**src/rtl/rfpm_defs.vh**
```
// constants for the rail fault mask and output-one power-good select registers
`ifndef RFPM_DEFS_VH
`define RFPM_DEFS_VH

// ==================================================
// register offsets
`define RFPM_OFS_FAULT_MASK_FIRST 8'ha2
`define RFPM_OFS_FAULT_MASK_SECOND 8'ha3
`define RFPM_OFS_GOOD_SELECT_FIRST 8'ha4

// ==================================================
// factory reset defaults, overridable per variant
`define RFPM_RST_FAULT_MASK_FIRST 8'h00
`define RFPM_RST_FAULT_MASK_SECOND_RAILS 5'h00
`define RFPM_RST_GOOD_SELECT_FIRST 8'hff

// ==================================================
// second fault mask fields
`define RFPM_M2_RSVD_RO_BIT 7
`define RFPM_M2_RSVD_ZERO_BIT 6
`define RFPM_M2_RSVD_ONE_BIT 5
`define RFPM_M2_RSVD_ZERO_RST 1'h0
`define RFPM_M2_RSVD_ONE_RST 1'h1
`define RFPM_M2_RAIL_MSB 4

// ==================================================
// bus
// bus address of the target port, value arbitrary
`define RFPM_I2C_ADDR 7'h5e
`define RFPM_UNMAPPED_READ 8'h00

`endif

```
**src/rtl/rfpm_regs.v**
```verilog
// fault mask and output-one power-good select registers behind an i2c target port
`timescale 1ns/1ns
`include "rfpm_defs.vh"

module rfpm_regs #(
	parameter [6:0] DEV_ADDR = `RFPM_I2C_ADDR,
	parameter [7:0] FAULT_MASK_FIRST_RST = `RFPM_RST_FAULT_MASK_FIRST,
	parameter [4:0] FAULT_MASK_SECOND_RST = `RFPM_RST_FAULT_MASK_SECOND_RAILS,
	parameter [7:0] GOOD_SELECT_FIRST_RST = `RFPM_RST_GOOD_SELECT_FIRST
) (
	input wire ref_clk,
	input wire arst_n,
	input wire scl_in,
	input wire sda_in,
	output reg sda_out,
	output reg sda_oe_n,
	input wire [12:0] rail_fault,
	input wire [7:0] rail_good,
	input wire [7:0] extra_good,
	input wire [7:0] extra_good_ignore,
	output reg shutdown_start,
	output reg general_output_one
);

	localparam S_IDLE = 4'h0;
	localparam S_DEV = 4'h1;
	localparam S_DACK = 4'h2;
	localparam S_PTR = 4'h3;
	localparam S_PACK = 4'h4;
	localparam S_WR = 4'h5;
	localparam S_WACK = 4'h6;
	localparam S_RD = 4'h7;
	localparam S_RACK = 4'h8;
	localparam NSYN = 31;
	// bus lines idle high: a chain reset low would show a false clock edge after reset
	localparam [NSYN-1:0] SYN_IDLE = {{(NSYN-2){1'h0}}, 2'h3};

	// ==================================================
	// input synchronisers: a change counts once stages two and three agree
	reg [NSYN-1:0] syn1_q;
	reg [NSYN-1:0] syn2_q;
	reg [NSYN-1:0] syn3_q;
	reg [NSYN-1:0] filt_q;
	wire [NSYN-1:0] raw_in;
	assign raw_in = {extra_good, rail_good, rail_fault, sda_in, scl_in};

	always @(posedge ref_clk or negedge arst_n) begin
		if (!arst_n) begin
			syn1_q <= SYN_IDLE;
			syn2_q <= SYN_IDLE;
			syn3_q <= SYN_IDLE;
			filt_q <= SYN_IDLE;
		end else begin
			syn1_q <= raw_in;
			syn2_q <= syn1_q;
			syn3_q <= syn2_q;
			filt_q <= (syn2_q & syn3_q) | (filt_q & (syn2_q ^ syn3_q));
		end
	end

	wire scl_f = filt_q[0];
	wire sda_f = filt_q[1];
	wire [12:0] fault_f = filt_q[14:2];
	wire [7:0] good_f = filt_q[22:15];
	wire [7:0] extra_f = filt_q[30:23];

	reg scl_prev_q;
	reg sda_prev_q;
	wire scl_rise = scl_f & ~scl_prev_q;
	wire scl_fall = ~scl_f & scl_prev_q;
	wire bus_start = scl_f & scl_prev_q & sda_prev_q & ~sda_f;
	wire bus_stop = scl_f & scl_prev_q & ~sda_prev_q & sda_f;

	// ==================================================
	// registers
	reg [7:0] fault_mask_first_q;
	reg [4:0] fault_mask_second_q;
	reg rsvd_zero_q;
	reg rsvd_one_q;
	reg [7:0] good_select_first_q;

	function [7:0] reg_read;
		input [7:0] ofs;
		input [7:0] m1;
		input [4:0] m2;
		input r0;
		input r1;
		input [7:0] sel;
		begin
			case (ofs)
				`RFPM_OFS_FAULT_MASK_FIRST: reg_read = m1;
				`RFPM_OFS_FAULT_MASK_SECOND: reg_read = {1'h0, r0, r1, m2};
				`RFPM_OFS_GOOD_SELECT_FIRST: reg_read = sel;
				default: reg_read = `RFPM_UNMAPPED_READ;
			endcase
		end
	endfunction

	// ==================================================
	// i2c target
	reg [3:0] state_q;
	reg [3:0] cnt_q;
	reg [7:0] sh_q;
	reg [7:0] ptr_q;
	reg rw_q;
	reg master_ack_q;
	wire [7:0] rd_data = reg_read(ptr_q, fault_mask_first_q, fault_mask_second_q,
		rsvd_zero_q, rsvd_one_q, good_select_first_q);
	wire receiving = (state_q == S_DEV) || (state_q == S_PTR) || (state_q == S_WR);

	always @(posedge ref_clk or negedge arst_n) begin
		if (!arst_n) begin
			scl_prev_q <= 1'h1;
			sda_prev_q <= 1'h1;
			state_q <= S_IDLE;
			cnt_q <= 4'h0;
			sh_q <= 8'h00;
			ptr_q <= 8'h00;
			rw_q <= 1'h0;
			master_ack_q <= 1'h0;
			sda_out <= 1'h0;
			sda_oe_n <= 1'h1;
			fault_mask_first_q <= FAULT_MASK_FIRST_RST;
			fault_mask_second_q <= FAULT_MASK_SECOND_RST;
			rsvd_zero_q <= `RFPM_M2_RSVD_ZERO_RST;
			rsvd_one_q <= `RFPM_M2_RSVD_ONE_RST;
			good_select_first_q <= GOOD_SELECT_FIRST_RST;
		end else begin
			scl_prev_q <= scl_f;
			sda_prev_q <= sda_f;
			sda_out <= 1'h0;
			if (bus_start) begin
				state_q <= S_DEV;
				cnt_q <= 4'h0;
				sda_oe_n <= 1'h1;
			end else if (bus_stop) begin
				state_q <= S_IDLE;
				sda_oe_n <= 1'h1;
			end else if (scl_rise) begin
				if (receiving) begin
					sh_q <= {sh_q[6:0], sda_f};
					cnt_q <= cnt_q + 4'h1;
				end else if (state_q == S_RD) begin
					cnt_q <= cnt_q + 4'h1;
				end else if (state_q == S_RACK) begin
					master_ack_q <= ~sda_f;
				end
			end else if (scl_fall) begin
				case (state_q)
					S_DEV: begin
						if (cnt_q == 4'h8) begin
							if (sh_q[7:1] == DEV_ADDR) begin
								rw_q <= sh_q[0];
								sda_oe_n <= 1'h0;
								state_q <= S_DACK;
							end else begin
								state_q <= S_IDLE;
							end
						end
					end
					S_DACK: begin
						cnt_q <= 4'h0;
						if (rw_q) begin
							sh_q <= rd_data;
							sda_oe_n <= rd_data[7];
							ptr_q <= ptr_q + 8'h01;
							state_q <= S_RD;
						end else begin
							sda_oe_n <= 1'h1;
							state_q <= S_PTR;
						end
					end
					S_PTR: begin
						if (cnt_q == 4'h8) begin
							ptr_q <= sh_q;
							sda_oe_n <= 1'h0;
							state_q <= S_PACK;
						end
					end
					S_PACK, S_WACK: begin
						cnt_q <= 4'h0;
						sda_oe_n <= 1'h1;
						state_q <= S_WR;
					end
					S_WR: begin
						if (cnt_q == 4'h8) begin
							case (ptr_q)
								`RFPM_OFS_FAULT_MASK_FIRST: fault_mask_first_q <= sh_q;
								`RFPM_OFS_FAULT_MASK_SECOND: begin
									// top bit is read-only and reads zero
									fault_mask_second_q <= sh_q[`RFPM_M2_RAIL_MSB:0];
									rsvd_zero_q <= sh_q[`RFPM_M2_RSVD_ZERO_BIT];
									rsvd_one_q <= sh_q[`RFPM_M2_RSVD_ONE_BIT];
								end
								`RFPM_OFS_GOOD_SELECT_FIRST: good_select_first_q <= sh_q;
								default: ;
							endcase
							ptr_q <= ptr_q + 8'h01;
							sda_oe_n <= 1'h0;
							state_q <= S_WACK;
						end
					end
					S_RD: begin
						if (cnt_q == 4'h8) begin
							sda_oe_n <= 1'h1;
							state_q <= S_RACK;
						end else begin
							sh_q <= {sh_q[6:0], 1'h0};
							sda_oe_n <= sh_q[6];
						end
					end
					S_RACK: begin
						cnt_q <= 4'h0;
						if (master_ack_q) begin
							sh_q <= rd_data;
							sda_oe_n <= rd_data[7];
							ptr_q <= ptr_q + 8'h01;
							state_q <= S_RD;
						end else begin
							sda_oe_n <= 1'h1;
							state_q <= S_IDLE;
						end
					end
					default: begin
						sda_oe_n <= 1'h1;
						state_q <= S_IDLE;
					end
				endcase
			end
		end
	end

	// ==================================================
	// fault shutdown and power-good tree
	// faults are not latched here: the shutdown sequencer holds its own state
	wire [12:0] fault_ignore = {fault_mask_second_q, fault_mask_first_q};

	always @(posedge ref_clk or negedge arst_n) begin
		if (!arst_n) begin
			shutdown_start <= 1'h0;
			general_output_one <= 1'h0;
		end else begin
			shutdown_start <= |(fault_f & ~fault_ignore);
			general_output_one <= (&(good_f | good_select_first_q)) & (&(extra_f | extra_good_ignore));
		end
	end

endmodule

```
**config.mk**
```make
export PLATFORM = sky130hd
export DESIGN_NAME = rfpm_regs
export DESIGN_NICKNAME = d
export VERILOG_FILES = /design/src/rtl/rfpm_regs.v
export VERILOG_INCLUDE_DIRS = /design/src /design/src/rtl
export SDC_FILE = /design/constraint.sdc
export NUM_CORES = 1
export LEC_CHECK = 0
export ABC_AREA = 0
export ABC_CLOCK_PERIOD_IN_PS = 2060
export BUFFER_PORTS_ARGS = -buffer_cell sky130_fd_sc_hd__buf_2
export CAP_MARGIN = 20
export CORE_MARGIN = 2
export CORE_UTILIZATION = 50
export DETAILED_ROUTE_END_ITERATION = 8
export MAX_ROUTING_LAYER = met4
export PLACE_DENSITY = 0.81
export SLEW_MARGIN = 20
export SYNTH_ARGS = -nofsm -noshare
export SYNTH_HDL_FRONTEND = slang
export SYNTH_SLANG_ARGS = --single-unit
```
**constraint.sdc**
```tcl
create_clock -name ref_clk -period 2.06 [get_ports ref_clk]
set_input_delay 0.412 -clock ref_clk [delete_from_list [all_inputs] [get_ports ref_clk]]
set_output_delay 0.412 -clock ref_clk [all_outputs]
set_load 0.02 [all_outputs]
```
# Word level (Yosys, flattened, before mapping)
# Cells that the tools add are included.
[word_totals]
regBits = 178
latchBits = 0
ramBits = 0
romBits = 0
inputBits = 41
out_inout_bits = 4
word_cells = 144
mem_count = 0
[classes]
addsub = 2
mul = 0
div = 0
n_lt_le_gt_ge = 0
eq_ne = 30
n_shift = 0
n_mux = 43
bitwise_logic = 25
reduce_logical = 24
[ops]
columns = ["operator", "n"]
rows = [
  ["$mux 8", 10],
  ["$and 31x31->31", 2],
  ["$mux 4", 15],
  ["$pmux 8 s3", 2],
  ["$pmux 8 s4", 1],
  ["$or 31x31->31", 1],
  ["$xor 31x31->31", 1],
  ["$pmux 4 s7", 1],
  ["$reduce_and 7->1", 4],
  ["$eq 8x8->1 const B", 3],
  ["$reduce_and 8->1", 3],
  ["$ne 4x3->1 const B", 5],
  ["$eq 4x3->1 const B", 4],
  ["$or 8x8->8", 2],
  ["$and 13x13->13", 1],
  ["$not 13->13", 1],
  ["$reduce_or 13->1", 1],
  ["$reduce_and 6->1", 2],
  ["$mux 1", 10],
  ["$ne 3x3->1 const B", 3],
  ["$not 1->1", 9],
  ["$reduce_and 9->1", 1],
  ["$reduce_bool 3->1", 3],
  ["$add 8x1->8 const B", 1],
  ["20 further kinds", 38],
]

# Longest topological paths before layout
# Gate-level depths: netlist of run 1.
[depth]
depth_word = 8
depth_mapped = 9
mapped_depth_nobuf = 7

# Least setup slack after synthesis of run 1
# OpenSTA, ideal clock, no wires.
[synth_timing]
path_type = "register to register"
startpoint = "register cnt_q[0]"
endpoint = "register sh_q[0]"
setup_time_ns = 0.125
t_arrival_ns = 2.048
t_required_ns = 1.935
setup_slack_ns = -0.113
path_stages_with_launch = 9
n_path_buf = 1
period_less_slack_ns = 2.173
path_cell_list = "dfrtp_1 inv_1 ha_1 and3b_1 clkbuf_1 o2bb2ai_1 a21oi_1 a2111oi_4 mux2_2"
[synth_between]
elab_chain_len = 3
[synth_rtl]
columns = ["element", "line", "text"]
rows = [
  ["from (decl)", "rfpm_regs.v:102", "reg [3:0] cnt_q;"],
  ["from (signal assigned)", "rfpm_regs.v:142", "cnt_q <= cnt_q + 4'h1;"],
  ["from (signal assigned)", "rfpm_regs.v:144", "cnt_q <= cnt_q + 4'h1;"],
  ["$eq 4x4->1", "rfpm_regs.v:204", "if (cnt_q == 4'h8) begin"],
  ["$ne 3x3->1 (no source line)", "-", ""],
  ["$reduce_and 8->1 (no source line)", "-", ""],
  ["to (signal assigned)", "rfpm_regs.v:164", "sh_q <= rd_data;"],
  ["to (signal assigned)", "rfpm_regs.v:208", "sh_q <= {sh_q[6:0], 1'h0};"],
  ["to (signal assigned)", "rfpm_regs.v:215", "sh_q <= rd_data;"],
  ["to (decl)", "rfpm_regs.v:103", "reg [7:0] sh_q;"],
]
# No other way between the ends.
# A chain may end at the register's enable or synchronous reset.

# Worst setup path after layout of run 1
[layout_timing]
startpoint = "register cnt_q[0]"
endpoint = "register fault_mask_second_q[1]"
[layout_between]
elab_chain_len = 2
[layout_rtl]
columns = ["element", "line", "text"]
rows = [
  ["$eq 4x4->1", "rfpm_regs.v:186", "if (cnt_q == 4'h8) begin"],
  ["$reduce_and 7->1 (no source line)", "-", ""],
  ["to (signal assigned)", "rfpm_regs.v:191", "fault_mask_second_q <= sh_q[`RFPM_M2_RAIL_MSB:0];"],
  ["to (decl)", "rfpm_regs.v:77", "reg [4:0] fault_mask_second_q;"],
]
# No other way between the ends.

==> results of run 1 <==
==> metrics by stage <==
stage	std cells	util [%]	cell area, um2
floorplan	534	-	7050
global placement	778	56.2	7740
detailed placement	778	56.2	7740
CTS	813	60.9	8380
global route	817	61.6	8480
finish	817	61.6	8480
==> power breakdown <==
part           switching (mW)  total (mW)  internal, mW
sequential              0.236        3.99          3.76
clock                    1.52        3.15          1.63
combinational           0.726        1.40         0.677
==> worst min path at each step <==
stage                     cells past startpoint              endpoint            startpoint
after detailed placement                      0  syn2_q[12]$_DFF_PN0_  syn1_q[12]$_DFF_PN0_
after global routing                          1  syn1_q[28]$_DFF_PN0_         extra_good[5]
final                                         1  syn1_q[10]$_DFF_PN0_         rail_fault[8]
after floorplan                               0  cnt_q[0]$_DFFE_PN0P_                arst_n
after global placement                        0   syn2_q[3]$_DFF_PN0_   syn1_q[3]$_DFF_PN0_
after CTS                                     1  syn1_q[28]$_DFF_PN0_         extra_good[5]
==> state kept, by name, indices dropped and copies added (netlist names), 5 cells and up <==
name / cells
syn3_q: 31
ptr_q: 8
syn1_q: 31
good_select_first_q: 8
syn2_q: 31
filt_q: 31
fault_mask_first_q: 8
fault_mask_second_q: 5
sh_q: 8
==> area by class of cell <==
type / instances / area, um2
well taps: 180 / 225
flip-flops and latches: 178 / 4480
fillers: 1107 / 5290
clock inverters: 15 / 165
repair buffers: 91 / 629
inverters: 24 / 90.1
multi-input cells: 312 / 2470
clock buffers: 17 / 425
==> logic make-up (layout without fill, tap and decap cells) <==
logic type / Yosys count / after routing / synth area share [%]
and+or+nand+nor: 104 / 104 / 7.50
adders and majority gates: 40 / 40 / 7.13
buffers and inverters: 44 / 147 / 2.64
AOI/OAI and AO/OA: 130 / 130 / 13.1
xor gates and xnor gates: 4 / 4 / 0.499
other: 1 / 1 / 0.0534
muxes: 33 / 33 / 5.26
DFF: 178 / 178 / 63.8
==> cell usage in the layout, fill, tap and decap left out, types with 17 or more instances in the layout <==
cell	n
ha_1	37
dfstp_2	20
dfrtp_1	155
inv_1	22
a21o_1	33
buf_2	42
a21oi_1	24
clkbuf_16	17
buf_4	42
mux2_2	29
o21ai_0	18
nand2_1	29
==> synthesized netlist by cell type (all sizes together), types with 10 or more instances <==
cell type  instances  area [um2]
o22ai             13        81.3
dfstp             20         526
ha                40         500
mux2              31         349
clkbuf            12        45.0
nor2              16        60.1
a21oi             25         125
nor3              10        50.1
nand2             31         116
inv               24        90.1
dfrtp            158        3950
a21o              33         248
nand3             16        80.1
o21ai             19        95.1
==> metal layers <==
metal  vias up  global-route usage [%]
li1       2091                       -
met1      2315                    25.8
met2       115                    33.4
met3        30                    5.02
met4         0                    8.48
met5         -                       -
==> repair_timing <==
action | 4_1_cts | 5_1_grt
gates cloned | 0 | 0
endpoints found under the hold margin | 37 | 0
gates resized for setup | 8 | 13
hold buffers | 1 | 0
buffers inserted | 2 | 4
setup endpoints to repair | 31 | 37
pin swaps | 1 | 3
==> impl_results.md, run 1 <==
- Status: finished with violations
- Failing checks: negative setup slack
- Startpoint types: flip-flop
- Clk_lat worst skew: 0.43 ns
- Max Used Layer: met4
- Wire length per cell: 16.8 um
- Port bufs: 43
- Critical path class: flip-flop to flip-flop
- FF+latch count, synth: 178
- Syn nets: 615
- Clock-pin slew on the worst setup and hold paths: 0.07 ns
- Post-synthesis cell type count: 58
- Main synth FF type: dfrtp_1
- Initial Util: 51.0%
- Drt drc: 0
- Number of flops mapped to enable cells by yosys: 0
- Worst R2R Start: cnt_q[0]$_DFFE_PN0P_
- CTS H-tree lvls: 4
- Initial antenna violation count: 0
- Mapped Cells: 534
- End of the worst register-to-register path: fault_mask_second_q[1]$_DFFE_PN0P_
- Register area share after synthesis: 63.8%
- Routed metal-1 wirelength: 5880 um
- Buf/Inv on CP: 1
- Total negative slack: -0.0134 ns
- Wire length on met2: 7110 um
- Cell area after synthesis: 0.00702 mm2
- Share of layout cells above drive strength 1: 30.8%
- Critical Path End Type: flip-flop
- Number of global-route vias before repair: 4710
- CP Depth: 7
- Place WS: -0.193 ns
- Setup crit end: fault_mask_second_q[1]$_DFFE_PN0P_
- Max_cap viols: 0
- Static Leak: 4.09 nW
- Root buf cell: clkbuf_16
- RSZ-0062 raised after global routing: yes
- Initial detailed-routing violation count: 289
- Ports: 45
- CTS tree: built
- Hold Path Class: input port to flip-flop
- Area Growth Syn to Fin: 20.9%
- Worst Skew: 0.0174 ns
- Worst setup margin: -0.0134 ns
- Crit path cell chain: inv_2 -> ha_4 -> and3b_2 -> nand3_4 -> nor4b_4 -> nand2_2 -> mux2_4
- Power per cell area: 1010 mW/mm2
- # setup viols final: 1
- Max incr delay on CP: 0.40 ns
- R2R cell count: 7
- Via count: 4551
- Area of the core: 0.0138 mm2
- Met3 WL: 484 um
- First drt pass iteration count: 4
- Top cell family by delay on the critical path: simple AND/OR/NAND/NOR gates
- Critical path peak fanout: 7
- Fmax: 0.482 GHz
- Fin. Hold Viols: 0
- Data arrival, critical path: 2.39 ns
- Yosys warning count: 0
- DRT Wirelength: 13700 um
- Critical Path RT: 2.37 ns
- Final slew viol count: 0
- Die footprint: 0.0150 mm2
- Overall Global Routing Usage: 20.9%
- Largest net degree at the start of global routing: 57
- Routability cong.: 0.846
- VDD IR max: 0.787 mV
- Global route overflow: 0
- Tmin final: 2.07 ns
- Post-DRT Antenna Nets: 0
- Worst Setup SP: cnt_q[0]$_DFFE_PN0P_
- Final net count: 705
- R2R Setup Slk: -0.01 ns
- Clock sinks: 178
- Deepest clock path buffer count: 2
- Tot Pwr: 8.55 mW
- Fin Hold WS: 0.0836 ns
- CTS Buf Count: 17
- Inserted Diodes: 0
- Critical Path Slowest Stage Cell: dfrtp_1
- Die span in x: 122 um
- Fin crit share: 101%
- Placed wire-length estimate: 9200 um
- Die Y: 122 um
- Mapped Avg Cell Area: 13.1 um2
- Vias per inst: 5.57
- First-pass GRT wire length: 23100 um
- Asr flop ratio synth: 100%
- Row count: 43
No activity file was read; power rests on OpenSTA's default activity.
==> run 2: changes to the inputs <==
--- a/config.mk
+++ b/config.mk
@@ -11,10 +11,10 @@
 export BUFFER_PORTS_ARGS = -buffer_cell sky130_fd_sc_hd__buf_2
 export CAP_MARGIN = 20
 export CORE_MARGIN = 2
-export CORE_UTILIZATION = 50
+export CORE_UTILIZATION = 54
 export DETAILED_ROUTE_END_ITERATION = 8
 export MAX_ROUTING_LAYER = met4
-export PLACE_DENSITY = 0.81
+export PLACE_DENSITY = 0.86
 export SLEW_MARGIN = 20
 export SYNTH_ARGS = -nofsm -noshare
 export SYNTH_HDL_FRONTEND = slang
==> run 2 against run 1 <==
Effect of this change: the flow still finishes with violations (negative setup slack); first-iteration DRC count rose by 57%; sequential cell count did not move; worst hold slack got worse by 0.0028 ns; count of clock-buffer cells in the layout rose by 2; die area fell by 7.2%; clock power rose by 6%; final area rose by 1.2%; critical path type unchanged.
==> impl_results.md, run 2 (same netlist as run 1, synthesis figures left out) <==
- Total negative slack: -0.0108 ns (+0.00263 ns)
- Inserted Diodes: 0 (unchanged)
- Met2 Use GR: 36.0% (+2.6 points)
- Area Growth Syn to Fin: 22.3%
- Worst Setup SP: cnt_q[0]$_DFFE_PN0P_
- Placed Cells incl. Taps: 769 (-1.2%)
- Final non-filler cell total: 813 (-0.49%)
- Port bufs: 43 (unchanged)
- Placed wire-length estimate: 9530 um (+3.5%)
- Startpoint types: flip-flop
- Via count: 4629 (+1.7%)
- Vias per inst: 5.69 (+2.2%)
- CTS Buf Count: 17 (unchanged)
- Initial detailed-routing violation count: 454 (+57%)
- Crit path cell chain: inv_2 -> ha_4 -> and3b_2 -> nand3_4 -> nor4b_4 -> buf_4 -> nand2_8 -> mux2_4
- Critical path class: flip-flop to flip-flop
- Root buf cell: clkbuf_16
- Fin crit share: 101% (-0.13 points)
- Worst-margin pin slew: 0.647 ns
- Failing checks: negative setup slack
- CTS H-tree lvls: 4 (unchanged)
- Wire length per cell: 17.7 um (+5.4%)
- Worst hold start: scl_in
- Worst slew margin: 56.9%
- Overall Global Routing Usage: 22.4% (+1.6 points)
- Met3 global-route usage: 5.43% (+0.41 points)
- Clock sinks: 178 (unchanged)
- Tmin final: 2.07 ns (-0.00263 ns)
- DRT Wirelength: 14400 um (+4.9%)
- VDD IR max: 0.962 mV (+22%)
- Power per cell area: 1020 mW/mm2 (+1.2%)
- Initial antenna violation count: 0 (unchanged)
- Largest net degree at the start of global routing: 55 (-3.5%)
- Critical Path End Type: flip-flop
- Number of global-route vias before repair: 4847 (+2.9%)
- GRT Max-Usage Layer: met2
- FF+latch area: 0.00448 mm2 (about the same)
- # setup viols final: 1 (unchanged)
- Die span in x: 118 um (-3.7%)
- RSZ-0062 raised after global routing: yes
- CTS tree: built
- Data arrival, critical path: 2.38 ns (about the same)
- First-pass GRT wire length: 24000 um (+3.9%)
- Hold Path Class: input port to flip-flop
- Global route overflow: 0 (unchanged)
- Fin area: 0.00858 mm2 (+1.2%)
- Clk_lat worst skew: 0.43 ns (about the same)
- Drt drc: 0 (unchanged)
- Final slew viol count: 0 (unchanged)
- Deepest clock path buffer count: 2 (unchanged)
- Multi-input gate area: 0.00251 mm2 (+1.7%)
- Clock-pin slew on the worst setup and hold paths: 0.06 ns (about the same)
- Fillers: 834 (-25%)
- Max_cap viols: 0 (unchanged)
- Most frequent cells in the layout: 156 x dfrtp_1, 44 x buf_4, 42 x buf_2, 36 x ha_1, 33 x a21o_1
- Critical path peak fanout: 8 (+1)
- Routability cong.: 0.847 (+0.11%)
- Post-DRT Antenna Nets: 0 (unchanged)
- Status: finished with violations
- Ports: 45 (unchanged)
- Cell Area, Placed: 0.00772 mm2 (-0.23%)
- Final net count: 709 (+0.57%)
- Row count: 41 (-4.7%)
- Most common cell after layout, fill and taps aside: dfrtp_1
- Fmax: 0.483 GHz (+0.13%)
- Critical Path RT: 2.37 ns (about the same)
- Die footprint: 0.0139 mm2 (-7.2%)
- Worst Skew: 0.00541 ns (-0.0120 ns)
- Met1 Track Usage GR: 27.9% (+2.2 points)
- First drt pass iteration count: 5 (+1)
- Worst R2R Start: cnt_q[0]$_DFFE_PN0P_
- Critical Path Slowest Stage Cell: dfrtp_1
- Initial Util: 55.4% (+4.4 points)
- Share of layout cells above drive strength 1: 32.0% (+1.2 points)
- Die Y: 118 um (-3.7%)
- Area of the core: 0.0127 mm2 (-8.0%)
- Final core utilization: 67.7% (+6.1 points)
- Static Leak: 4.12 nW (+0.70%)
- Worst setup margin: -0.0108 ns (+0.00263 ns)
- Fin. Hold Viols: 0 (unchanged)
- Max incr delay on CP: 0.41 ns (about the same)
[run 2: changes by cell type in the layout (fill, tap and decap cells not counted), sizes merged]
cell,delta
clkbuf,+3
inv,-3
clkinv,-4
buf,+3
clkinvlp,+2
bufinv,+3
[run 2: where the power goes]
group | total, mW | internal, mW | switching [mW]
Sequential | 4.00 | 3.76 | 0.236
Combinational | 1.42 | 0.668 | 0.754
Clock | 3.34 | 1.99 | 1.35
[run 2: what timing repair did]
item | 4_1_cts | 5_1_grt
buffers inserted | 0 | 11
pin swaps | 1 | 4
hold endpoints to repair | 47 | 0
gates resized for setup | 8 | 23
hold buffers | 1 | 0
endpoints found under the setup margin | 28 | 34
[run 2: worst max-delay path, delay by kind of cell, from the launching register on]
family                     cells  cell delay [ns]
and+or+nand+nor                4             0.80
DFF                            1             0.41
muxes                          1             0.33
buffers and inverters          2             0.29
adders and majority gates      1             0.12
[run 2: metal layers]
layer  routed length [um]  part of all wire (%)
met5                    0                     0
met4                  333                   2.3
met2                 7460                    52
met3                  626                   4.3
met1                 5980                    42
[run 2: stage by stage]
stage | hold slack (ns) | total power [mW] | setup slack (ns)
6_report | 0.0807 | 8.75 | -0.0108
5_1_grt | 0.0586 | 9.15 | -0.0991
3_3_place_gp | 0.331 | 5.24 | -0.0454
4_1_cts | 0.0651 | 8.68 | 0.00127
2_1_floorplan | 0.116 | 4.76 | -0.0371
3_5_place_dp | 0.335 | 5.31 | -0.133
[run 2: final timing paths]
check | to | slack, ns | cells past startpoint
max in group asynchronous | rsvd_one_q$_DFFE_PN1P_ | 0.85 | 3
min in group asynchronous | syn3_q[21]$_DFF_PN0_ | 0.50 | 2
min | syn1_q[0]$_DFF_PN1_ | 0.08 | 1
min reg2reg | syn2_q[13]$_DFF_PN0_ | 0.35 | 0
max | fault_mask_first_q[4]$_DFFE_PN0P_ | -0.01 | 8
max reg2reg | fault_mask_first_q[4]$_DFFE_PN0P_ | -0.01 | 8
[run 2: area by class of cell]
cell class / count / share of cell area (%)
Sequential cell: 178 / 52.2
Multi-Input combinational cell: 312 / 29.2
Timing Repair Buffer: 95 / 7.73
Clock buffer: 19 / 5.28
Tap cell: 172 / 2.51
Clock inverter: 13 / 2.00
Inverter: 24 / 1.05
